==> src/hw/uft_pkg.sv <==
package uft_pkg;

    // ****************************************
    // Command codes
    // ****************************************
    localparam logic [7:0]  CMD_RD_INTERVAL   = 8'h0D;
    localparam logic [7:0]  CMD_WR_INTERVAL   = 8'h8D;
    localparam logic [7:0]  CMD_RD_REMAINING  = 8'h0E;
    localparam logic [7:0]  CMD_WR_REMAINING  = 8'h8E;

    // ****************************************
    // Field layout
    // ****************************************
    localparam int          INTERVAL_LSB      = 0;
    localparam int          INTERVAL_W        = 14;
    localparam int          LPB_LSB           = 16;
    localparam int          LPB_W             = 15;
    localparam int          TOGGLE_BIT        = 31;

    // ****************************************
    // Reset values
    // ****************************************
    localparam logic [13:0] INTERVAL_NOMINAL  = 14'h2EDF;
    localparam logic [14:0] LPB_RESET         = 15'h0000;
    localparam logic [13:0] REMAINING_RESET   = 14'h0000;

    // ****************************************
    // Bit-time rate
    // ****************************************
    localparam int          CLK_HZ            = 250_000_000;
    localparam int          BIT_HZ            = 12_000_000;
    localparam int          RATE_GCD          = 1_000_000;
    localparam logic [8:0]  ACC_STEP          = 9'(BIT_HZ / RATE_GCD);
    localparam logic [8:0]  ACC_MOD           = 9'(CLK_HZ / RATE_GCD);

    // ****************************************
    // Carriers
    // ****************************************
    typedef struct packed {
        logic        valid;
        logic [7:0]  code;
        logic [31:0] data;
    } uft_cmd_t;

    typedef struct packed {
        logic        valid;
        logic [31:0] data;
    } uft_rsp_t;

endpackage

==> src/hw/uft_frame_timer.sv <==
`timescale 1ns/10ps
// Behaviour
// - Frame interval is a 14-bit field in bits 13..0, bit times per frame minus one.
// - Frame interval resets to 11999, so a frame is 12000 bit times.
// - Controller reset request restores nominal interval, dropping any written value.
// - Each frame start loads bits 30..16 into the largest-packet counter.
// - Largest-packet counter is the bit limit for one transaction now.
// - Interval writes are accepted at any time, including every frame start; a same-cycle reset request overrides bits 13..0.
// - Code 0Dh reads the interval register, 8Dh writes it.
// - 14-bit remaining-time down counter, read by 0Eh, written by 8Eh.
module uft_frame_timer
(
    input  wire logic            mclk_i,
    input  wire logic            reset_n_i,
    input  wire uft_pkg::uft_cmd_t cmd_i,
    input  wire logic            controller_reset_request_i,
    output uft_pkg::uft_rsp_t    rsp_o,
    output logic                 sof_o,
    output logic [13:0]          frame_time_remaining_o,
    output logic [14:0]          largest_packet_left_o
);
    import uft_pkg::*;

    // ****************************************
    // State
    // ****************************************
    typedef struct packed {
        logic        interval_toggle;
        logic [14:0] largest_packet_bits;
        logic [13:0] frame_interval;
        logic        remaining_toggle;
        logic [13:0] remaining;
        logic [14:0] lp_count;
        logic        sof;
        uft_rsp_t    rsp;
    } uft_state_t;

    uft_state_t st_ff;
    uft_state_t nxt_st;
    logic       bit_tick;

    uft_bit_tick u_bit_tick
    (
        .mclk_i     (mclk_i),
        .reset_n_i  (reset_n_i),
        .bit_tick_o (bit_tick)
    );

    // ****************************************
    // Helpers
    // ****************************************
    // Saturating step: counters park at zero instead of wrapping to all ones
    function automatic logic [14:0] sat_dec(input logic [14:0] v);
        sat_dec = (v == 15'h0000) ? 15'h0000 : v - 15'h0001;
    endfunction

    // Interval field of a command word
    function automatic logic [13:0] interval_of(input logic [31:0] w);
        interval_of = w[INTERVAL_LSB +: INTERVAL_W];
    endfunction

    // Toggle bit of a command word, shared by both write codes
    function automatic logic toggle_of(input logic [31:0] w);
        toggle_of = w[TOGGLE_BIT];
    endfunction

    // Largest-packet field of a command word
    function automatic logic [14:0] packet_of(input logic [31:0] w);
        packet_of = w[LPB_LSB +: LPB_W];
    endfunction

    // Read word of the interval register; reserved bits read as zero
    function automatic logic [31:0] interval_word(input logic        tgl,
                                                  input logic [14:0] pkt,
                                                  input logic [13:0] ivl);
        interval_word = {tgl, pkt, 2'b00, ivl};
    endfunction

    // Read word of the remaining register; reserved bits read as zero
    function automatic logic [31:0] remaining_word(input logic        tgl,
                                                   input logic [13:0] rem);
        remaining_word = {tgl, 17'h00000, rem};
    endfunction

    // True for one of the two read codes
    function automatic logic is_read(input logic [7:0] c);
        is_read = (c == CMD_RD_INTERVAL) || (c == CMD_RD_REMAINING);
    endfunction

    // ****************************************
    // Next state
    // ****************************************
    always_comb
    begin
        nxt_st           = st_ff;
        nxt_st.sof       = 1'b0;
        nxt_st.rsp.valid = 1'b0;

        // Bit-time countdown and frame rollover
        if (bit_tick)
        begin
            if (st_ff.remaining == 14'h0000)
            begin
                nxt_st.remaining        = st_ff.frame_interval;
                nxt_st.remaining_toggle = st_ff.interval_toggle;
                nxt_st.lp_count         = st_ff.largest_packet_bits;
                nxt_st.sof              = 1'b1;
            end
            else
            begin
                nxt_st.remaining = 14'(sat_dec({1'b0, st_ff.remaining}));
                nxt_st.lp_count  = sat_dec(st_ff.lp_count);
            end
        end

        // Software commands; writes win over the countdown in the same cycle
        if (cmd_i.valid)
        begin
            case (cmd_i.code)
                CMD_WR_INTERVAL:
                begin
                    nxt_st.frame_interval      = interval_of(cmd_i.data);
                    nxt_st.largest_packet_bits = packet_of(cmd_i.data);
                    nxt_st.interval_toggle     = toggle_of(cmd_i.data);
                end
                CMD_WR_REMAINING:
                begin
                    nxt_st.remaining        = interval_of(cmd_i.data);
                    nxt_st.remaining_toggle = toggle_of(cmd_i.data);
                end
                CMD_RD_INTERVAL:
                begin
                    nxt_st.rsp.valid = is_read(cmd_i.code);
                    nxt_st.rsp.data  = interval_word(st_ff.interval_toggle,
                                                     st_ff.largest_packet_bits,
                                                     st_ff.frame_interval);
                end
                CMD_RD_REMAINING:
                begin
                    nxt_st.rsp.valid = is_read(cmd_i.code);
                    nxt_st.rsp.data  = remaining_word(st_ff.remaining_toggle,
                                                      st_ff.remaining);
                end
                default:
                begin
                    nxt_st.rsp.valid = 1'b0;
                end
            endcase
        end

        // Reset request outranks a same-cycle interval write
        if (controller_reset_request_i)
        begin
            nxt_st.frame_interval = INTERVAL_NOMINAL;
        end
    end

    always_ff @(posedge mclk_i or negedge reset_n_i)
    begin
        if (!reset_n_i)
        begin
            st_ff                     <= '0;
            st_ff.frame_interval      <= INTERVAL_NOMINAL;
            st_ff.largest_packet_bits <= LPB_RESET;
            st_ff.remaining           <= REMAINING_RESET;
        end
        else
        begin
            st_ff <= nxt_st;
        end
    end

    // ****************************************
    // Outputs
    // ****************************************
    assign rsp_o                  = st_ff.rsp;
    assign sof_o                  = st_ff.sof;
    assign frame_time_remaining_o = st_ff.remaining;
    assign largest_packet_left_o  = st_ff.lp_count;

endmodule

==> src/hw/uft_bit_tick.sv <==
`timescale 1ns/10ps
module uft_bit_tick
(
    input  wire logic mclk_i,
    input  wire logic reset_n_i,
    output logic      bit_tick_o
);
    import uft_pkg::*;

    typedef struct packed {
        logic [8:0] acc;
        logic       tick;
    } uft_tick_st_t;

    uft_tick_st_t st_ff;
    uft_tick_st_t nxt_st;
    logic [8:0]   sum;

    // Fractional accumulator: exact 12 MHz average, jitter of one clock
    always_comb
    begin
        nxt_st = st_ff;
        sum    = st_ff.acc + ACC_STEP;
        if (sum >= ACC_MOD)
        begin
            nxt_st.acc  = sum - ACC_MOD;
            nxt_st.tick = 1'b1;
        end
        else
        begin
            nxt_st.acc  = sum;
            nxt_st.tick = 1'b0;
        end
    end

    always_ff @(posedge mclk_i or negedge reset_n_i)
    begin
        if (!reset_n_i)
            st_ff <= '0;
        else
            st_ff <= nxt_st;
    end

    assign bit_tick_o = st_ff.tick;

endmodule

==> config.mk <==
export PLATFORM = sky130hd
export DESIGN_NAME = uft_frame_timer
export DESIGN_NICKNAME = d
export VERILOG_FILES = /design/src/hw/uft_pkg.sv /design/src/hw/uft_frame_timer.sv /design/src/hw/uft_bit_tick.sv
export SDC_FILE = /design/constraint.sdc
export NUM_CORES = 1
export LEC_CHECK = 0
export ABC_CLOCK_PERIOD_IN_PS = 2600
export BUFFER_PORTS_ARGS = -buffer_cell sky130_fd_sc_hd__buf_4
export CORE_AREA = 2 2 100 122
export CTS_CLUSTER_SIZE = 12
export DETAILED_ROUTE_END_ITERATION = 12
export DIE_AREA = 0 0 102 124
export PLACE_DENSITY = 0.75
export RECOVER_POWER = 25
export SYNTH_ARGS = -nofsm -noshare
export SYNTH_HDL_FRONTEND = slang
export SYNTH_SLANG_ARGS = --single-unit
==> constraint.sdc <==
create_clock -name mclk_i -period 2.6 [get_ports mclk_i]
set_input_delay 0.52 -clock mclk_i [delete_from_list [all_inputs] [get_ports mclk_i]]
set_output_delay 0.52 -clock mclk_i [all_outputs]
set_load 0.005 [all_outputs]
After elaboration in Yosys (flattened, before gate mapping)
Index checks and enable logic that the tools add are counted.
{ "op_classes": {"n_mux": 13, "n_eq_ne": 4, "n_lt_le_gt_ge": 1, "div_mod_pow": 0, "bitwise_logic": 0, "mul": 0, "n_addsub": 4, "n_shift": 0, "reduce_logical": 10} }
{ "ops": {"columns": ["op", "count"], "rows": [
  ["case mux 32 bit (2 select lines)", 1],
  ["2-to-1 mux 29 bit", 2],
  ["2-to-1 mux 33 bit", 1],
  ["2-to-1 mux 31 bit", 1],
  ["2-to-1 mux 15 bit", 2],
  ["2-to-1 mux 14 bit", 2],
  ["equality test 8 x 4 -> 1 bit (second input constant)", 2],
  ["equality test 8 bit (second input constant)", 2],
  ["zero test 15 bit", 1],
  ["subtractor 15 x 1 -> 15 bit (second input constant)", 1],
  ["zero test 14 bit", 1],
  ["subtractor 14 x 1 -> 14 bit (second input constant)", 1],
  ["2-to-1 mux 10 bit", 1],
  ["adder 9 x 4 -> 9 bit (second input constant)", 1],
  [">= comparator 9 x 8 -> 1 bit (second input constant)", 1],
  ["subtractor 9 x 8 -> 9 bit (second input constant)", 1],
  ["AND reduction 2 bit", 3],
  ["nonzero test 2 bit", 3],
  ["2-to-1 mux 1 bit", 3],
  ["OR reduction 2 bit", 1],
  ["logical OR 1 bit", 1]
]} }
{ "totals": {"rom_bits": 0, "in_bits": 44, "word_cells": 43, "ramBits": 0, "latch_bits": 0, "ff_bits": 104, "memories": 0} }

Longest topological paths before layout
Gate-level depths: netlist of the first run.
{ "logic_depth": {"word_depth": 7, "ltp_mapped": 8, "mapped_depth_nobuf": 7} }

Hierarchy
A second synthesis of the first run with hierarchy kept.
{ "unflattened": {"cells_unflattened": 634, "area_unflattened_um2": 5715.5} }
{ "modules_own_cells": {"columns": ["module", "area_per_inst_um2", "seq_area_each_um2", "cells_per_inst", "n_inst"], "rows": [
  ["uft_frame_timer", 5036.1, 2316.0, 560, 1],
  ["uft_bit_tick", 679.4, 225.2, 74, 1]
]} }

Worst setup path before layout of the first run
Ideal clock, no wire load.
{ "synth_timing": {"path_kind": "register -> register", "from": "reg st_ff, in the netlist frame_time_remaining_o[0]", "to": "reg st_ff, in the netlist frame_time_remaining_o[2]", "t_required_ns": 2.476, "arrival_time_ns": 2.430, "path_stages_with_launch": 9, "path_slack_ns": 0.046, "path_cell_list": "dfrtp_1 -> inv_1 -> ha_1 -> or4b_2 -> or4_4 -> buf_6 -> mux2_4 -> a221oi_2 -> nor2_1"} }
{ "synth_lines": {"columns": ["element", "line", "source"], "rows": [
  ["start, declared", "uft_frame_timer.sv:38", "uft_state_t st_ff;"],
  ["start signal, assigned", "uft_frame_timer.sv:169", "st_ff <= nxt_st;"]
]} }

Worst setup path after layout of the first run
{ "layout_timing": {"from": "reg st_ff, in the netlist largest_packet_left_o[0]", "to": "reg st_ff, in the netlist largest_packet_left_o[14]"} }
{ "layout_via": {"elab_chain_len": 3, "elab_cells_between_ends": 4} }
{ "layout_rtl": {"columns": ["element", "line", "source"], "rows": [
  ["subtractor 15 x 1 -> 15 bit / zero test 15 bit (equally long branches)", "uft_frame_timer.sv:54", "sat_dec = (v == 15'h0000) ? 15'h0000 : v - 15'h0001;"],
  ["2-to-1 mux 15 bit (*)", "uft_frame_timer.sv:54", null],
  ["2-to-1 mux 29 bit (*)", "uft_frame_timer.sv:102", "if (st_ff.remaining == 14'h0000)"]
]} }
Every way passes the cells marked *; elsewhere a longest branch is shown, timed or not.
A chain may end at the register's enable or synchronous reset.

==> impl_metrics.env, run 1 <==
export IMPL_status="finished, violations left"
export IMPL_violations="max-capacitance violations, max-slew violations"
export IMPL_post_cts_buffers=0
export IMPL_post_route_util=0.5821
export IMPL_viasPerCell=5.736
export IMPL_nets=694
export IMPL_io_buffer_count=102
export IMPL_leakage_uw=0.002978
export IMPL_drive_gt1_frac=0.3080
export IMPL_r2r_start="largest_packet_left_o[0]"
export IMPL_slew_violations=37
export IMPL_num_vias=4606
export IMPL_antenna_found_initial=0
export IMPL_timing_final_ws_setup_ps=137.5
export IMPL_cp_max_fo=6
export IMPL_start_util=0.4948
export IMPL_diodes=0
export IMPL_h_tree_depth=3
export IMPL_max_cap_viol_count=1
export IMPL_syn_instance_count=588
export IMPL_netlist_area_leader_share=0.3990
export IMPL_setup_viol=0
export IMPL_period_minus_slack_ps=2462
export IMPL_yosysSeqAreaShare=0.4502
export IMPL_core_um2=11410
export IMPL_tightestPinTransition_ps=1940
export IMPL_rsz0062_at_grt="no"
export IMPL_dp_hpwl_mm=9.892
export IMPL_r2r_end="largest_packet_left_o[14]"
export IMPL_wl_per_cell_um=17.41
export IMPL_grt_pass1_wl_mm=22.40
export IMPL_clock_latency_ps=350
export IMPL_overflow=0
export IMPL_dieArea_um2=12650
export IMPL_synth_ff_type="dfrtp_1"
export IMPL_ctsHoldBuffers=0
export IMPL_clkTransAtPathRegs_ps=70
export IMPL_peakVddDrop_mv=0.3157
export IMPL_place_ws_ps=63.09
export IMPL_cts_buffer_depth=2
export IMPL_async_reset_ff_frac=1.000
export IMPL_ys_ff_latch=101
export IMPL_cts_sinks=101
export IMPL_finalNonFillerCells=803
export IMPL_grt_pass1_vias=4544
export IMPL_r2r_setup_slack_ps=140
export IMPL_slew_headroom=-0.2932
export IMPL_postRouteAntennaNets=0
export IMPL_syn_to_final_growth_pct=17.62
export IMPL_drt_iter0_markers=345
export IMPL_drc_errors=0
export IMPL_dp_cells=787
export IMPL_fin_skew_ps=8.876
export IMPL_ff2ff_path_depth=7
export IMPL_min_path_cells=2
export IMPL_start_kind="flop"
export IMPL_yosys_top_cells_count="90 x dfrtp_1, 64 x nand2_1, 62 x buf_4"
export IMPL_hold_start="cmd_i[7]"
export IMPL_cts_buffers=9
export IMPL_place_congestion=0.9475
export IMPL_die_h_um=124
export IMPL_yosys_warnings=0
export IMPL_grt_max_degree=67
export IMPL_track_usage=0.2271
export IMPL_dr_pass1_iters=5
export IMPL_post_cts_resized=0
export IMPL_synth_area_leaders="dfrtp_1 40%, buf_4 8.2%, dfstp_2 5.1%"
export IMPL_worstPathRequired_ps=2890
export IMPL_synth_edff_count=0
export IMPL_worstSetupPathType="reg -> reg"
export IMPL_end_kind="flop"
export IMPL_power_density_nw_per_um2=505.9
export IMPL_yosys_area_top_type="dfrtp_1"
export IMPL_cp_arrival_ps=2750
export IMPL_hold_viol_final=0
export IMPL_synth_avg_cell_area_um2=9.599
export IMPL_max_freq_ghz=0.4061
export IMPL_totalWireLength_mm=13.98
export IMPL_die_w_um=102
export IMPL_holdPathEnd="st_ff[71]"
export IMPL_synth_most_common_cell="dfrtp_1"
export IMPL_syn_area_um2=5644
export IMPL_setup_tns_ps=0
export IMPL_ys_types=65
export IMPL_hp_class="in -> reg"
export IMPL_fin_crit_sh=0.9471
export IMPL_io_pins=107
export IMPL_clock_root_buffer="clkbuf_16"
export IMPL_row_count=43
export IMPL_cts_tree="done"
==> placed cells by master, fill, tap and decap left out, types with 6 or more instances in the layout <==
cell type	instances
a21oi_1	18
mux2i_1	10
nor4_1	6
o21ai_0	50
inv_1	10
a221o_1	9
dfstp_2	11
buf_4	132
a211o_1	11
nand2_1	64
or4_1	7
mux2_2	17
nor2_1	25
nor3_1	14
clkbuf_16	9
dfrtp_1	90
nand2b_1	9
o22ai_1	17
nand3_1	9
nor2b_1	13
ha_1	8
==> per-layer routing <==
layer,vias up,global-route usage,share of wire
li1,2158,-,-
met1,2263,0.2809,0.40
met2,162,0.3927,0.52
met3,23,0.04545,0.059
met4,0,0.08167,0.022
met5,-,0,0
==> worst max-delay path by stage <==
| stage | from | endpoint | slack [ps] | cells past startpoint |
|---|---|---|---|---|
| global placement | frame_time_remaining_o[1] | largest_packet_left_o[11] | 90 | 7 |
| floorplan | frame_time_remaining_o[0] | frame_time_remaining_o[2] | 50 | 8 |
| CTS | frame_time_remaining_o[1] | largest_packet_left_o[11] | 40 | 7 |
| detailed placement | frame_time_remaining_o[1] | largest_packet_left_o[11] | 60 | 7 |
| finish | largest_packet_left_o[0] | largest_packet_left_o[14] | 140 | 7 |
| global route | u_bit_tick.st_ff[4] | u_bit_tick.st_ff[3] | 7 | 8 |
==> state kept, by name, summed over array words and instances (netlist names) <==
register and count:
st_ff 31, u_bit_tick.bit_tick_o 1, frame_time_remaining_o 14, sof_o 1, largest_packet_left_o 15, rsp_o 31, u_bit_tick.st_ff 8
==> power breakdown <==
| part | switching, uW | total, uW | leakage, uW | internal, uW |
|---|---|---|---|---|
| Clock | 593 | 1370 | 0.000150 | 775 |
| Combinational | 154 | 317 | 0.00154 | 163 |
| Sequential | 42.4 | 1670 | 0.00129 | 1630 |
| Total | 789 | 3360 | 0.00298 | 2570 |
==> through the flow <==
stage	total power, uW	hold WS (ps)	cell area, um2
after CTS	3393	134.4	6613
after detailed placement	2024	474.7	6312
final	3358	390.7	6639
after floorplan	1857	224.4	5648
after global placement	2014	462.4	6312
after global routing	3492	390.1	6639
==> cells by family after synthesis <==
group / share of synthesized area
AOI/OAI and AO/OA: 0.1751
xor gates and xnor gates: 0.01396
and+or+nand+nor: 0.1716
buffers and inverters: 0.1142
DFF: 0.4502
other: 0.0006644
muxes: 0.05431
adders and majority gates: 0.01995
==> area by class of cell <==
cell class	count	area [um2]
flip-flops and latches	101	2541
fillers	1017	4767
repair buffers	136	1046
well taps	157	196.4
clock inverters	5	57.56
multi-input cells	382	2514
clock buffers	11	242.7
inverters	11	41.29
==> critical path, stage by stage, from the launching register on <==
cell and delay, ps:
dfrtp_1 430, inv_1 110, ha_1 170, or3b_2 500, or3_1 430, or4_1 490, a21oi_1 160, a221o_1 120
Note: power is estimated with default switching activity, not from simulation.
==> inputs of run 2 (changes only) <==
--- a/config.mk
+++ b/config.mk
@@ -11,8 +11,9 @@
 export CTS_CLUSTER_SIZE = 12
 export DETAILED_ROUTE_END_ITERATION = 12
 export DIE_AREA = 0 0 102 124
-export PLACE_DENSITY = 0.75
+export PLACE_DENSITY_LB_ADDON = 0.1
 export RECOVER_POWER = 25
+export REMOVE_ABC_BUFFERS = 1
 export SYNTH_ARGS = -nofsm -noshare
 export SYNTH_HDL_FRONTEND = slang
 export SYNTH_SLANG_ARGS = --single-unit
==> run 2 against run 1 <==
- the flow still finishes with violations (max-capacitance violations, max-slew violations)
- hold slack better by 8.5 ps
- first-iteration DRC count down 23%
- critical path type unchanged
- setup slack worse by 21 ps
- highest routed layer unchanged
- largest power group unchanged
- core utilization about the same
- via count down 0.56%
- sequential cell count unchanged
- count of clock-buffer cells in the layout unchanged
- routed wire length down 1.0%
- critical path depth down 2
- sequential power about the same
- clock skew down 2.3 ps
==> impl_metrics.env, run 2 (synthesis results as in run 1) <==
export IMPL_power_density_nw_per_um2=484.3
export IMPL_totalWireLength_mm=13.83
export IMPL_p_sw_uw=769.2
export IMPL_viasPerCell=5.654
export IMPL_cellInternalPower_uw=2444
export IMPL_h_tree_depth=3
export IMPL_dp_hpwl_mm=9.888
export IMPL_cts_buffer_depth=2
export IMPL_start_util=0.4948
export IMPL_p_sw_frac=0.2394
export IMPL_leakage_uw=0.002988
export IMPL_drt_iter0_markers=266
export IMPL_cts_sinks=101
export IMPL_core_um2=11410
export IMPL_slew_violations=34
export IMPL_slew_headroom=-0.2688
export IMPL_hp_class="in -> reg"
export IMPL_max_freq_ghz=0.4026
export IMPL_die_w_um=102
export IMPL_drc_errors=0
export IMPL_end_kind="flop"
export IMPL_max_cap_viol_count=1
export IMPL_timing_hold_ws_ps=399.2
export IMPL_drive_gt1_frac=0.3155
export IMPL_cp_arrival_ps=2700
export IMPL_grt_max_degree=44
export IMPL_power_share_combinational=0.099
export IMPL_antenna_found_initial=0
export IMPL_cts_buffers=9
export IMPL_worstPathRequired_ps=2820
export IMPL_diodes=0
export IMPL_period_minus_slack_ps=2484
export IMPL_hold_viol_final=0
export IMPL_overflow=0
export IMPL_dieArea_um2=12650
export IMPL_place_congestion=0.9357
export IMPL_wl_per_cell_um=17.08
export IMPL_worstSetupPathType="reg -> reg"
export IMPL_clock_root_buffer="clkbuf_16"
export IMPL_num_vias=4580
export IMPL_start_kind="flop"
export IMPL_dr_pass1_iters=5
export IMPL_n_fill_cell=1026
export IMPL_clkTransAtPathRegs_ps=70
export IMPL_final_common_cell="buf_4"
export IMPL_tightestPinTransition_ps=1903
export IMPL_pwr_share_clk=0.381
export IMPL_post_route_util=0.5817
export IMPL_io_buffer_count=102
export IMPL_violations="max-capacitance violations, max-slew violations"
export IMPL_cp_max_fo=9
export IMPL_grt_pass1_wl_mm=22.27
export IMPL_syn_to_final_growth_pct=17.56
export IMPL_status="finished, violations left"
export IMPL_clock_latency_ps=340
export IMPL_grt_pass1_vias=4465
export IMPL_peakVddDrop_mv=0.3413
export IMPL_fin_crit_sh=0.9554
export IMPL_track_usage=0.2260
export IMPL_io_pins=107
export IMPL_power_frac_seq=0.520
export IMPL_die_h_um=124
export IMPL_fin_skew_ps=6.584
export IMPL_postRouteAntennaNets=0
export IMPL_mostFrequentLayoutCells="140 x buf_4, 90 x dfrtp_1, 64 x nand2_1, 50 x o21ai_0, 25 x nor2_1"
export IMPL_setup_viol=0
export IMPL_nets=701
export IMPL_row_count=43
export IMPL_cts_tree="done"
run 2: repair_timing:
action | in CTS | in global routing
hold buffers | 0 | 0
pin swaps | 0 | 1
endpoints found under the hold margin | 0 | 0
setup endpoints to repair | 3 | 19
buffers inserted | 0 | 1
gates resized for setup | 2 | 5
run 2: layout make-up:
class                           instances  area [um2]  share of cell area
Clock buffer                           11       232.7             0.03507
Clock inverter                          5       28.78            0.004337
Inverter                               11       41.29            0.006223
Multi-Input combinational cell        382        2500              0.3768
Sequential cell                       101        2541              0.3830
Tap cell                              157       196.4             0.02961
Timing Repair Buffer                  143        1095              0.1650
run 2: power groups by stage:
stage	Sequential [uW]	Clock [uW]	Combinational [uW]
detailed placement	1700	0	324
CTS	1670	1260	324
floorplan	1710	0	77.4
global route	1680	1330	354
finish	1670	1220	318
global placement	1700	0	318
run 2: routing by layer:
| layer | track usage | wire length (um) | share of wire | up-vias |
|---|---|---|---|---|
| li1 | - | - | - | 2178 |
| met1 | 0.2940 | 5980 | 0.43 | 2234 |
| met2 | 0.3882 | 6931 | 0.50 | 153 |
| met3 | 0.03928 | 723 | 0.052 | 15 |
| met4 | 0.06250 | 199 | 0.014 | 0 |
| met5 | 0 | 0 | 0 | - |
run 2: metrics by stage:
step	std cells	setup slack (ps)	power, uW	cell area (um2)	TNS, ps
6_report	810	116.1	3213	6635	0
4_1_cts	809	12.13	3253	6620	0
3_3_place_gp	793	29.93	2017	6345	0
5_1_grt	810	-47.97	3362	6635	-54.17
2_1_floorplan	494	-1465	1789	5045	-62040
3_5_place_dp	793	1.625	2023	6345	0
run 2: path summary, 6_finish.rpt:
path,startpoint,endpoint,slack [ps],cells after the start
max,largest_packet_left_o[9],largest_packet_left_o[11],120,5
min,cmd_i[9],st_ff[73],400,2
min reg2reg,rsp_o[22],rsp_o[22],480,2
min in group asynchronous,reset_n_i,rsp_o[22],700,1
max in group asynchronous,reset_n_i,st_ff[79],690,2
max reg2reg,largest_packet_left_o[9],largest_packet_left_o[11],120,5
run 2: critical path, stage by stage, from the launching register on:
cell     delay (ps)
dfrtp_1         410
or4_4           570
or4_1           540
o21ai_2         440
a21oi_1         130
a221o_1         280
